--- config.mk ---
export PLATFORM = sky130hd
export DESIGN_NAME = opfc_osc_ctrl
export DESIGN_NICKNAME = d
export VERILOG_FILES = /design/src/design/opfc_pkg.sv /design/src/design/opfc_osc_ctrl.sv
export SDC_FILE = /design/constraint.sdc
export NUM_CORES = 2
export LEC_CHECK = 0
export ABC_AREA = 1
export BUFFER_PORTS_ARGS = -buffer_cell sky130_fd_sc_hd__buf_2
export CAP_MARGIN = 20
export CORE_ASPECT_RATIO = 0.6
export CORE_MARGIN = 2
export CORE_UTILIZATION = 40
export CTS_CLUSTER_DIAMETER = 30
export DETAILED_ROUTE_END_ITERATION = 7
export PLACE_DENSITY = 0.62
export SLEW_MARGIN = 20
export SYNTH_ARGS = -nofsm -noshare
export SYNTH_HDL_FRONTEND = slang
export SYNTH_SLANG_ARGS = --single-unit
--- constraint.sdc ---
create_clock -name i_mclk -period 24.9 [get_ports i_mclk]
set_input_delay 3.735 -clock i_mclk [delete_from_list [all_inputs] [get_ports i_mclk]]
set_output_delay 3.735 -clock i_mclk [all_outputs]
set_load 0.1 [all_outputs]
--- src/design/opfc_pkg.sv ---
// shared constants and types for the oscillator phase and frequency control
package opfc_pkg;

    localparam int          OPFC_NUM_OSC     = 8;
    localparam int          OPFC_OSC_W       = 3;
    localparam int          OPFC_ACC_W       = 32;
    localparam int          OPFC_DEG_W       = 9;
    localparam int          OPFC_TURN_DEG    = 360;
    localparam int          OPFC_LUT_IDX_W   = 6;
    localparam int          OPFC_SINE_W      = 8;
    // clock period and frequency update time, nanoseconds
    localparam int          OPFC_CLK_NS      = 100;
    localparam int          OPFC_FREQ_UPD_NS = 100;
    localparam int          OPFC_UPD_RAW     = OPFC_FREQ_UPD_NS / OPFC_CLK_NS;
    localparam int          OPFC_FREQ_UPD_CYC = (OPFC_UPD_RAW < 1) ? 1 : OPFC_UPD_RAW;
    // tuning word per hertz, scaled by 2^16, for 2^32 accumulator at 10 MHz
    localparam logic [31:0] OPFC_FTW_PER_HZ  = 32'h01ad_7f2a;
    localparam int          OPFC_FTW_SHIFT   = 16;
    // quarter period sine, 16 entries, entry 0 in the low byte
    localparam logic [127:0] OPFC_QSINE = {
        8'h7f, 8'h7e, 8'h7b, 8'h78, 8'h73, 8'h6d, 8'h66, 8'h5e,
        8'h55, 8'h4c, 8'h41, 8'h36, 8'h2b, 8'h1f, 8'h13, 8'h06};
    localparam logic [31:0] OPFC_ACC_RST     = 32'h0000_0000;
    localparam logic [8:0]  OPFC_DEG_RST     = 9'h000;

    typedef enum logic [2:0] {
        OPFC_OP_CLEAR_PHASE = 3'h0,
        OPFC_OP_LOAD_PHASE  = 3'h1,
        OPFC_OP_ADD_PHASE   = 3'h2,
        OPFC_OP_LOAD_FREQ   = 3'h3,
        OPFC_OP_SWEEP_SETUP = 3'h4,
        OPFC_OP_SWEEP_INDEX = 3'h5
    } opfc_op_type;

    typedef struct packed {
        opfc_op_type        op;
        logic               all_osc;
        logic [7:0]         mask;
        logic [2:0]         osc;
        logic [31:0]        arg_a;
        logic [31:0]        arg_b;
    } opfc_cmd_type;

    typedef enum logic [1:0] {
        OPFC_ST_IDLE = 2'b01,
        OPFC_ST_UPD  = 2'b10
    } opfc_state_type;

endpackage

--- src/design/opfc_osc_ctrl.sv ---
// carrier phase and oscillator frequency control for one generator channel
`timescale 1ns/1ps
`default_nettype none

module opfc_osc_ctrl #(
    parameter int NUM_OSC = opfc_pkg::OPFC_NUM_OSC
) (
    input  wire logic                          i_mclk,
    input  wire logic                          i_rst_n,
    input  wire logic                          i_cmd_valid,
    input  wire opfc_pkg::opfc_cmd_type        i_cmd,
    input  wire logic                          i_play_req,
    input  wire logic                          i_play_done,
    input  wire logic [2:0]                    i_sine_osc,
    output logic                               o_cmd_ready,
    output logic                               o_play_go,
    output logic                               o_freq_busy,
    output logic [15:0]                        o_sine_phase,
    output logic signed [7:0]                  o_sine
);
    import opfc_pkg::*;

    // oscillator state
    logic [OPFC_ACC_W-1:0]  acc_r     [NUM_OSC];
    logic [OPFC_ACC_W-1:0]  acc_nxt   [NUM_OSC];
    logic [OPFC_ACC_W-1:0]  ftw_r     [NUM_OSC];
    logic [OPFC_ACC_W-1:0]  ftw_nxt   [NUM_OSC];
    logic [31:0]            sw_start_r   [NUM_OSC];
    logic [31:0]            sw_start_nxt [NUM_OSC];
    logic [31:0]            sw_inc_r     [NUM_OSC];
    logic [31:0]            sw_inc_nxt   [NUM_OSC];

    // control state
    opfc_state_type         state_r;
    opfc_state_type         state_nxt;
    logic [7:0]             cnt_r;
    logic [7:0]             cnt_nxt;
    logic [2:0]             upd_osc_r;
    logic [2:0]             upd_osc_nxt;
    logic [31:0]            upd_hz_r;
    logic [31:0]            upd_hz_nxt;
    logic [8:0]             off_r;
    logic [8:0]             off_nxt;
    logic [8:0]             pend_r;
    logic [8:0]             pend_nxt;
    logic                   ready_r;
    logic                   ready_nxt;
    logic                   go_r;
    logic                   go_nxt;
    logic                   busy_r;
    logic                   busy_nxt;
    logic [15:0]            ph_r;
    logic [15:0]            ph_nxt;
    logic signed [7:0]      sine_r;
    logic signed [7:0]      sine_nxt;

    // decoded command
    logic                   take;
    logic                   is_freq;
    logic [7:0]             clr_mask;
    logic [8:0]             arg_deg;
    logic [63:0]            sweep_prod;
    logic [31:0]            sweep_hz;
    logic signed [63:0]     ftw_prod;
    logic [31:0]            ftw_new;
    logic                   ftw_we;
    logic [9:0]             deg_sum;
    logic [9:0]             pend_sum;
    logic [24:0]            off_turn;
    logic [15:0]            phase_sum;
    logic [3:0]             q_idx;
    logic [7:0]             q_val;

    assign take    = i_cmd_valid && ready_r;
    assign is_freq = (i_cmd.op == OPFC_OP_LOAD_FREQ) || (i_cmd.op == OPFC_OP_SWEEP_INDEX);
    assign arg_deg = 9'(i_cmd.arg_a % 32'(OPFC_TURN_DEG));

    // clear all when all_osc is set, otherwise only the oscillators in the mask
    always_comb begin
        clr_mask = 8'h00;
        if (take && i_cmd.op == OPFC_OP_CLEAR_PHASE) begin
            clr_mask = i_cmd.all_osc ? 8'hff : i_cmd.mask;
        end
    end

    assign sweep_prod = i_cmd.arg_a * sw_inc_r[i_cmd.osc];
    assign sweep_hz   = sw_start_r[i_cmd.osc] + sweep_prod[31:0];

    // hertz to tuning word, signed frequencies allowed
    assign ftw_prod = $signed(upd_hz_r) * $signed({32'h0000_0000, OPFC_FTW_PER_HZ});
    assign ftw_new  = ftw_prod[OPFC_FTW_SHIFT +: OPFC_ACC_W];
    assign ftw_we   = (state_r == OPFC_ST_UPD) && (cnt_r == 8'h01);

    // frequency update sequencing
    always_comb begin
        state_nxt   = state_r;
        cnt_nxt     = cnt_r;
        upd_osc_nxt = upd_osc_r;
        upd_hz_nxt  = upd_hz_r;
        case (state_r)
            OPFC_ST_IDLE: begin
                if (take && is_freq) begin
                    state_nxt   = OPFC_ST_UPD;
                    cnt_nxt     = 8'(OPFC_FREQ_UPD_CYC);
                    upd_osc_nxt = i_cmd.osc;
                    upd_hz_nxt  = (i_cmd.op == OPFC_OP_LOAD_FREQ) ? i_cmd.arg_a : sweep_hz;
                end
            end
            OPFC_ST_UPD: begin
                // update ends after one update time
                cnt_nxt = cnt_r - 8'h01;
                if (cnt_r == 8'h01) begin
                    state_nxt = OPFC_ST_IDLE;
                end
            end
            default: begin
                state_nxt = OPFC_ST_IDLE;
            end
        endcase
    end

    generate
        for (genvar g = 0; g < NUM_OSC; g++) begin : g_osc
            always_comb begin
                sw_start_nxt[g] = sw_start_r[g];
                sw_inc_nxt[g]   = sw_inc_r[g];
                ftw_nxt[g]      = ftw_r[g];
                if (take && i_cmd.op == OPFC_OP_SWEEP_SETUP && i_cmd.osc == 3'(g)) begin
                    sw_start_nxt[g] = i_cmd.arg_a;
                    sw_inc_nxt[g]   = i_cmd.arg_b;
                end
                if (ftw_we && upd_osc_r == 3'(g)) begin
                    ftw_nxt[g] = ftw_new;
                end
                if (clr_mask[g]) begin
                    acc_nxt[g] = OPFC_ACC_RST;
                end else begin
                    acc_nxt[g] = acc_r[g] + ftw_r[g];
                end
            end

            always_ff @(posedge i_mclk or negedge i_rst_n) begin
                if (!i_rst_n) begin
                    acc_r[g]      <= OPFC_ACC_RST;
                    ftw_r[g]      <= OPFC_ACC_RST;
                    sw_start_r[g] <= 32'h0000_0000;
                    sw_inc_r[g]   <= 32'h0000_0000;
                end else begin
                    acc_r[g]      <= acc_nxt[g];
                    ftw_r[g]      <= ftw_nxt[g];
                    sw_start_r[g] <= sw_start_nxt[g];
                    sw_inc_r[g]   <= sw_inc_nxt[g];
                end
            end
        end
    endgenerate

    // phase offset and pending increment
    always_comb begin
        off_nxt  = off_r;
        pend_nxt = pend_r;
        pend_sum = {1'b0, pend_r};
        if (take && i_cmd.op == OPFC_OP_ADD_PHASE) begin
            pend_sum = {1'b0, pend_r} + {1'b0, arg_deg};
            if (pend_sum >= 10'(OPFC_TURN_DEG)) begin
                pend_sum = pend_sum - 10'(OPFC_TURN_DEG);
            end
        end
        pend_nxt = pend_sum[8:0];
        deg_sum  = {1'b0, off_r} + pend_sum;
        if (deg_sum >= 10'(OPFC_TURN_DEG)) begin
            deg_sum = deg_sum - 10'(OPFC_TURN_DEG);
        end
        if (take && i_cmd.op == OPFC_OP_LOAD_PHASE) begin
            off_nxt = arg_deg;
        end
        // added phase held until a playback ends; a loaded phase applies at once unless a playback ends in the same cycle
        if (i_play_done) begin
            off_nxt  = deg_sum[8:0];
            pend_nxt = OPFC_DEG_RST;
        end
    end

    // handshakes toward the sequencer and player
    always_comb begin
        ready_nxt = (state_nxt == OPFC_ST_IDLE);
        busy_nxt  = (state_nxt == OPFC_ST_UPD);
        go_nxt = i_play_req && !go_r && (state_nxt == OPFC_ST_IDLE);
        // playback go held until the frequency update is done
    end

    // offset to turn fraction, quarter-wave lookup
    always_comb begin
        off_turn  = {off_r, 16'h0000} / 25'(OPFC_TURN_DEG);
        phase_sum = acc_r[i_sine_osc][31:16] + off_turn[15:0];
        ph_nxt    = phase_sum;
        q_idx     = phase_sum[14] ? ~phase_sum[13:10] : phase_sum[13:10];
        q_val     = OPFC_QSINE[q_idx * 8 +: 8];
        sine_nxt  = phase_sum[15] ? -$signed(q_val) : $signed(q_val);
    end

    always_ff @(posedge i_mclk or negedge i_rst_n) begin
        if (!i_rst_n) begin
            state_r   <= OPFC_ST_IDLE;
            cnt_r     <= 8'h00;
            upd_osc_r <= 3'h0;
            upd_hz_r  <= 32'h0000_0000;
            off_r     <= OPFC_DEG_RST;
            pend_r    <= OPFC_DEG_RST;
            ready_r   <= 1'b0;
            go_r      <= 1'b0;
            busy_r    <= 1'b0;
            ph_r      <= 16'h0000;
            sine_r    <= 8'sh00;
        end else begin
            state_r   <= state_nxt;
            cnt_r     <= cnt_nxt;
            upd_osc_r <= upd_osc_nxt;
            upd_hz_r  <= upd_hz_nxt;
            off_r     <= off_nxt;
            pend_r    <= pend_nxt;
            ready_r   <= ready_nxt;
            go_r      <= go_nxt;
            busy_r    <= busy_nxt;
            ph_r      <= ph_nxt;
            sine_r    <= sine_nxt;
        end
    end

    assign o_cmd_ready  = ready_r;
    assign o_play_go    = go_r;
    assign o_freq_busy  = busy_r;
    assign o_sine_phase = ph_r;
    assign o_sine       = sine_r;

endmodule

`default_nettype wire

=== After elaboration in Yosys (flattened, before gate mapping) ===
Cells that the tools add are included.

* Register bits after elaboration: 1114
* RAM bits: 0
* Memories: 0
* Word-level logic and storage cells: 163
* Memory bits (read-only): 0
* Bits in latches: 0

* Reductions and logical operators: 34
* Muxes and demuxes: 33
* Equality and inequality tests: 25
* Bitwise operators: 3
* Magnitude comparators: 4
* Add/sub/neg operators: 16
* Div/mod/pow operators: 2
* Shifts and indexed selects: 1
* $mul: 2

{| class="wikitable"
|+ Operators with widths
! operator !! number
|-
| 32-bit two-way mux || 15
|-
| 32-bit adder || 9
|-
| 32-bit binary-select mux with 3-bit select || 3
|-
| 128-bit by 8-bit indexed part select with 8-bit output, first input constant || 1
|-
| 32-bit by 25-bit multiplier with 47-bit output, second input constant || 1
|-
| 9-bit two-way mux || 4
|-
| 32-bit by 9-bit remainder unit with 32-bit output, second input constant || 1
|-
| 32-bit by 32-bit multiplier with 32-bit output || 1
|-
| 8-bit two-way mux || 4
|-
| 3-bit equality test, second input constant || 10
|-
| 25-bit by 9-bit divider with 25-bit output, second input constant || 1
|-
| 1-bit logical AND || 25
|-
| 10-bit by 9-bit greater-or-equal comparator with 1-bit output, second input constant || 2
|-
| 10-bit two-way mux || 2
|-
| 3-bit by 2-bit equality test with 1-bit output, second input constant || 6
|-
| 16-bit adder || 1
|-
| 8-bit one-hot mux with 2 select lines || 1
|-
| 9-bit by 10-bit adder with 10-bit output || 1
|-
| 9-bit by 9-bit adder with 10-bit output || 1
|-
| 10-bit by 9-bit subtractor with 10-bit output, second input constant || 1
|-
| 3-bit by 1-bit equality test with 1-bit output, second input constant || 3
|-
| 3-bit logical NOT || 3
|-
| 9-bit subtractor, second input constant || 1
|-
| 8-bit by 1-bit equality test with 1-bit output, second input constant || 1
|-
| other kinds (15) || 22
|}

=== Depth between registers and ports, before layout ===
* Depth after elaboration: 10
* Depth in mapped cells: 192
* Depth with buffers taken out: 191

=== Least setup slack after synthesis ===
OpenSTA, ideal clock, no wires.

* Path kind: input -> register
* Start point: in i_cmd[58] (netlist bit)
* End point: reg off_r[7]
* Path slack: 4.845 ns
* Stages on the path: 160
* Path buffers: 1
* Arrival time: 19.939 ns
* Path through: buf_6 -> clkinv_8 -> nand2_2 -> nand2_4 -> nand2_4 -> nand2_4 -> nand2_1 -> nand2_1 -> nor2_2 -> nand2_2 -> nand2_2 -> nand2_4 -> nand2_4 -> nand2_1 -> nand2_2 -> inv_2 -> nand2_1 -> inv_2 -> [124 not listed] -> ha_1 -> nand2_1 -> nor2_1 -> a211oi_1 -> or2_2 -> nand2_1 -> a21oi_1 -> or2_2 -> nand2_1 -> a21oi_1 -> xor2_1 -> nand2_1 -> o31ai_1 -> xor2_1 -> o21ai_0 -> inv_1 -> nand2_1 -> nand2_1

* Word-level cells in the longest chain between the ends: 9
* Elaborated cells on any way between the ends: 12

{| class="wikitable"
|+ Ends and longest elaborated chain
! element !! RTL line !! text
|-
| from (decl) || opfc_osc_ctrl.sv:11 || <nowiki>input wire opfc_pkg::opfc_cmd_type i_cmd,</nowiki>
|-
| 32-bit by 9-bit remainder unit with 32-bit output (*) || opfc_osc_ctrl.sv:76 || <nowiki>assign arg_deg = 9'(i_cmd.arg_a % 32'(OPFC_TURN_DEG));</nowiki>
|-
| 9-bit by 9-bit adder with 10-bit output || opfc_osc_ctrl.sv:164 || <nowiki>pend_sum = {1'b0, pend_r} + {1'b0, arg_deg};</nowiki>
|-
| 10-bit by 9-bit subtractor with 10-bit output or 10-bit by 9-bit greater-or-equal comparator with 1-bit output (tied branches) || opfc_osc_ctrl.sv:166, opfc_osc_ctrl.sv:165 ||
|-
| 10-bit two-way mux || opfc_osc_ctrl.sv:165 || <nowiki>if (pend_sum >= 10'(OPFC_TURN_DEG)) begin</nowiki>
|-
| 10-bit two-way mux || opfc_osc_ctrl.sv:163 || <nowiki>if (take && i_cmd.op == OPFC_OP_ADD_PHASE) begin</nowiki>
|-
| 9-bit by 10-bit adder with 10-bit output || opfc_osc_ctrl.sv:170 || <nowiki>deg_sum = {1'b0, off_r} + pend_sum;</nowiki>
|-
| 9-bit subtractor or 10-bit by 9-bit greater-or-equal comparator with 1-bit output (tied branches) || opfc_osc_ctrl.sv:172, opfc_osc_ctrl.sv:171 ||
|-
| 9-bit two-way mux || opfc_osc_ctrl.sv:171 || <nowiki>if (deg_sum >= 10'(OPFC_TURN_DEG)) begin</nowiki>
|-
| 9-bit two-way mux (*) || opfc_osc_ctrl.sv:178 || <nowiki>if (i_play_done) begin</nowiki>
|-
| to (signal assigned) || opfc_osc_ctrl.sv:220 || <nowiki>off_r <= off_nxt;</nowiki>
|-
| to (decl) || opfc_osc_ctrl.sv:42 || <nowiki>logic [8:0] off_r;</nowiki>
|}

Mark *: on every way between the ends. The rest lies on a longest branch, timed or not. The select of a mux whose other input is x is not followed.
A chain may end at the register's enable or synchronous reset.

=== Worst setup path in the final report ===
* Start point: reg off_r[4]
* End point: reg sine_r[6], in the netlist o_sine[6]

* Word-level cells in the longest chain between the ends: 7

{| class="wikitable"
|+ Ends and longest elaborated chain
! element !! RTL line !! text
|-
| 25-bit by 9-bit divider with 25-bit output (*) || opfc_osc_ctrl.sv:194 || <nowiki>off_turn = {off_r, 16'h0000} / 25'(OPFC_TURN_DEG);</nowiki>
|-
| 16-bit adder (*) || opfc_osc_ctrl.sv:195 || <nowiki>phase_sum = acc_r[i_sine_osc][31:16] + off_turn[15:0];</nowiki>
|-
| 4-bit inverter || opfc_osc_ctrl.sv:197 || <nowiki>q_idx = phase_sum[14] ? ~phase_sum[13:10] : phase_sum[13:10];</nowiki>
|-
| 4-bit two-way mux || opfc_osc_ctrl.sv:197 ||
|-
| 128-bit by 8-bit indexed part select with 8-bit output || opfc_osc_ctrl.sv:198 || <nowiki>q_val = OPFC_QSINE[q_idx * 8 +: 8];</nowiki>
|-
| 8-bit negation || opfc_osc_ctrl.sv:199 || <nowiki>sine_nxt = phase_sum[15] ? -$signed(q_val) : $signed(q_val);</nowiki>
|-
| 8-bit two-way mux (*) || opfc_osc_ctrl.sv:199 ||
|-
| named net sine_nxt[6] || opfc_osc_ctrl.sv:55 || <nowiki>logic signed [7:0] sine_nxt;</nowiki>
|-
| to (signal assigned) || opfc_osc_ctrl.sv:226 || <nowiki>sine_r <= sine_nxt;</nowiki>
|-
| to (decl) || opfc_osc_ctrl.sv:54 || <nowiki>logic signed [7:0] sine_r;</nowiki>
|}

The timed path passes the listed nets; every way through them passes the cells marked *.

==> metrics.yaml <==
drt_pass1_iterations: 6
path_clk_slew_ns: 0.05
hold_depth: 1
slew_headroom: 0.169
r2r_start: "off_r[4]"
finalWirelength_um: 282000
crit_top_cell: "nand2_1"
first_iter_violations: 7678
dp.cells: 14103
cp.required_ns: 25.59
drc: 0
multi_input_area_um2: 57800
area_growth_syn_to_layout_pct: 11.7
placed_cell_area_um2: 97500
finalClockSkew_ns: 0.0800
wl_per_cell_um: 19.5
netlist_instances: 11160
core_um2: 232000
grt_pass1_vias: 75892
yosysTopAreaCell: "dfrtp_1"
critical_path.max_fanout: 21
grt_usage: 0.238
maxCapViolations: 0
ys_warn_count: 0
slowest_delay_ns: 0.50
min_path_type: "flop to flop"
rr_endpoint: "o_sine[6]"
cts-root-buf: "clkbuf_16"
fin_cells: 14472
row_count: 137
avgSynthCellArea_um2: 8.38
synth.most_common_cell: "nand2_1"
pin_count: 114
die-height_um: 379
antenna_found_initial: 23
ant_nets: 0
tns_ns: 0
rsz0062_at_grt: "false"
seq_area_um2: 27900
min_to: "o_play_go"
setup_violations: 0
dp_hpwl_um: 209000
gp_congestion: 0.948
synthTopCellsByCount: "nand2_1 (2342), inv_1 (1650), o21ai_0 (1213)"
clock_path_buffers: 4
rr_worst_depth: 146
grt_pass1_wl_um: 445000
synthFlopType: "dfrtp_1"
cpMaxStageDelayCell: "dfrtp_1"
reg2reg_slack_ns: 2.41
critPathLaunchType: "flop"
synth-seq-area-share: 0.298
layout-drive-gt1-share: 0.104
yosysUniqueCellTypes: 85
syn_area_um2: 93600
synth_area_leaders: "dfrtp_1 (30%), fa_1 (17%), nand2_1 (9.4%)"
period_needed_ns: 22.49
worst_slew_pin_slew_ns: 1.24
drv_slew: 0
crit_type: "flop to flop"
hold_viol: 0
arrival_ns: 23.19
die_area_um2: 238000
viasPerCell: 5.30
cts.sinks: 1114
synth_enable_flop_cells: 0
post-route-period-util: 0.903
min_from: "o_play_go"
num-fill-cells: 22383
clk_latency_ns: 0.88
start_util: 0.403
io_buffers: 113
endpoint_kind: "flop"
outcome: "finished clean"
fp.dieW_um: 628
grt_max_degree: 170
synth-seq-cells: 1114
design_area_um2: 105000
vias: 76748
synth_nets: 12735
asyncSetResetFlopFracSynth: 1.00
fmax_mhz: 44.5
post-synth-top-area-fraction: 0.298
numCtsBuffers: 200
nets: 12755
cts_tree: "yes"
overflow: 0
ctsHtreeMaxLevel: 4
[repair_timing]
item                       4_1_cts  5_1_grt
hold buffers                     0        0
setup endpoints to repair        0        7
gates resized for setup          0        7
buffers inserted                 0        1
[worst max-delay path by stage]
stage | startpoint | cells past startpoint | slack (ns) | to
6_report | off_r[4] | 146 | 2.41 | o_sine[6]
5_1_grt | off_r[4] | 148 | 0.12 | o_sine[6]
4_1_cts | off_r[4] | 145 | 1.42 | o_sine[6]
3_5_place_dp | off_r[4] | 145 | 1.51 | o_sine[6]
3_3_place_gp | off_r[4] | 147 | 2.01 | o_sine[6]
2_1_floorplan | i_cmd[58] | 160 | 4.84 | off_r[7]
[registers in the layout (all words and copies together), names as in the netlist]
name and count:
ftw_r 256, upd_osc_r 3, sw_start_r 256, pend_r 9, state_r 2, o_cmd_ready 1
acc_r 256, o_play_go 1, o_sine_phase 16, o_freq_busy 1, off_r 9, o_sine 8
cnt_r 8, sw_inc_r 256, upd_hz_r 32
[layer usage]
layer / vias to the layer above / global-route usage / part of all wire
met3: 409 / 0.0589 / 0.098
met1: 37685 / 0.360 / 0.47
met5: - / 0.00162 / 0.00030
li1: 35719 / - / -
met4: 6 / 0.0454 / 0.019
met2: 2929 / 0.342 / 0.41
[stage by stage]
stage | util | worst slack (ns) | hold WS [ns]
after global placement | 0.419 | 2.01 | 0.444
final | 0.450 | 2.41 | 0.445
after global routing | 0.450 | 0.118 | 0.484
after floorplan | - | 4.84 | 0.444
after CTS | 0.449 | 1.42 | 0.459
after detailed placement | 0.420 | 1.51 | 0.452
[layout make-up]
type,count,area share
diodes,5,0.000120
clock buffers,223,0.0501
clock inverters,139,0.0159
inverters,1756,0.0634
multi-input cells,7890,0.553
flip-flops and latches,1114,0.267
well taps,3127,0.0374
repair buffers,218,0.0137
[cell families after synthesis]
kind of cell | share of synthesized area
buf+inv | 0.0896
xor+xnor | 0.0322
compound gates | 0.126
flops | 0.298
simple gates | 0.189
mux | 0.000374
fa+ha+maj | 0.264
[layout by cell type, fill, tap and decap left out, types with 26 or more instances in the layout]
cell type,instances
nand2_1,2337
inv_1,1649
o21ai_0,1205
dfrtp_1,1113
fa_1,816
ha_1,672
nor2_1,547
a21oi_1,469
nand3_1,417
xor2_1,201
clkbuf_16,201
nand2_2,179
a22oi_1,135
o22ai_1,124
buf_2,111
buf_4,100
nor3_1,92
xnor2_1,85
nand2_4,77
inv_2,70
nor2_2,52
nand3_2,51
nand4_1,48
nor2_4,39
inv_6,33
clkinv_1,27
clkinv_2,27
o21bai_1,26
[worst max-delay path, delay by kind of cell (launching register included)]
| family | cells | cell delay, ns |
|---|---|---|
| buf+inv | 29 | 2.86 |
| simple gates | 82 | 10.78 |
| xor+xnor | 7 | 1.71 |
| fa+ha+maj | 13 | 3.69 |
| compound gates | 15 | 2.78 |
| flops | 1 | 0.50 |
Power is not shown: default switching activity piles up to over one toggle a cycle in this logic, so the estimate is an artifact.
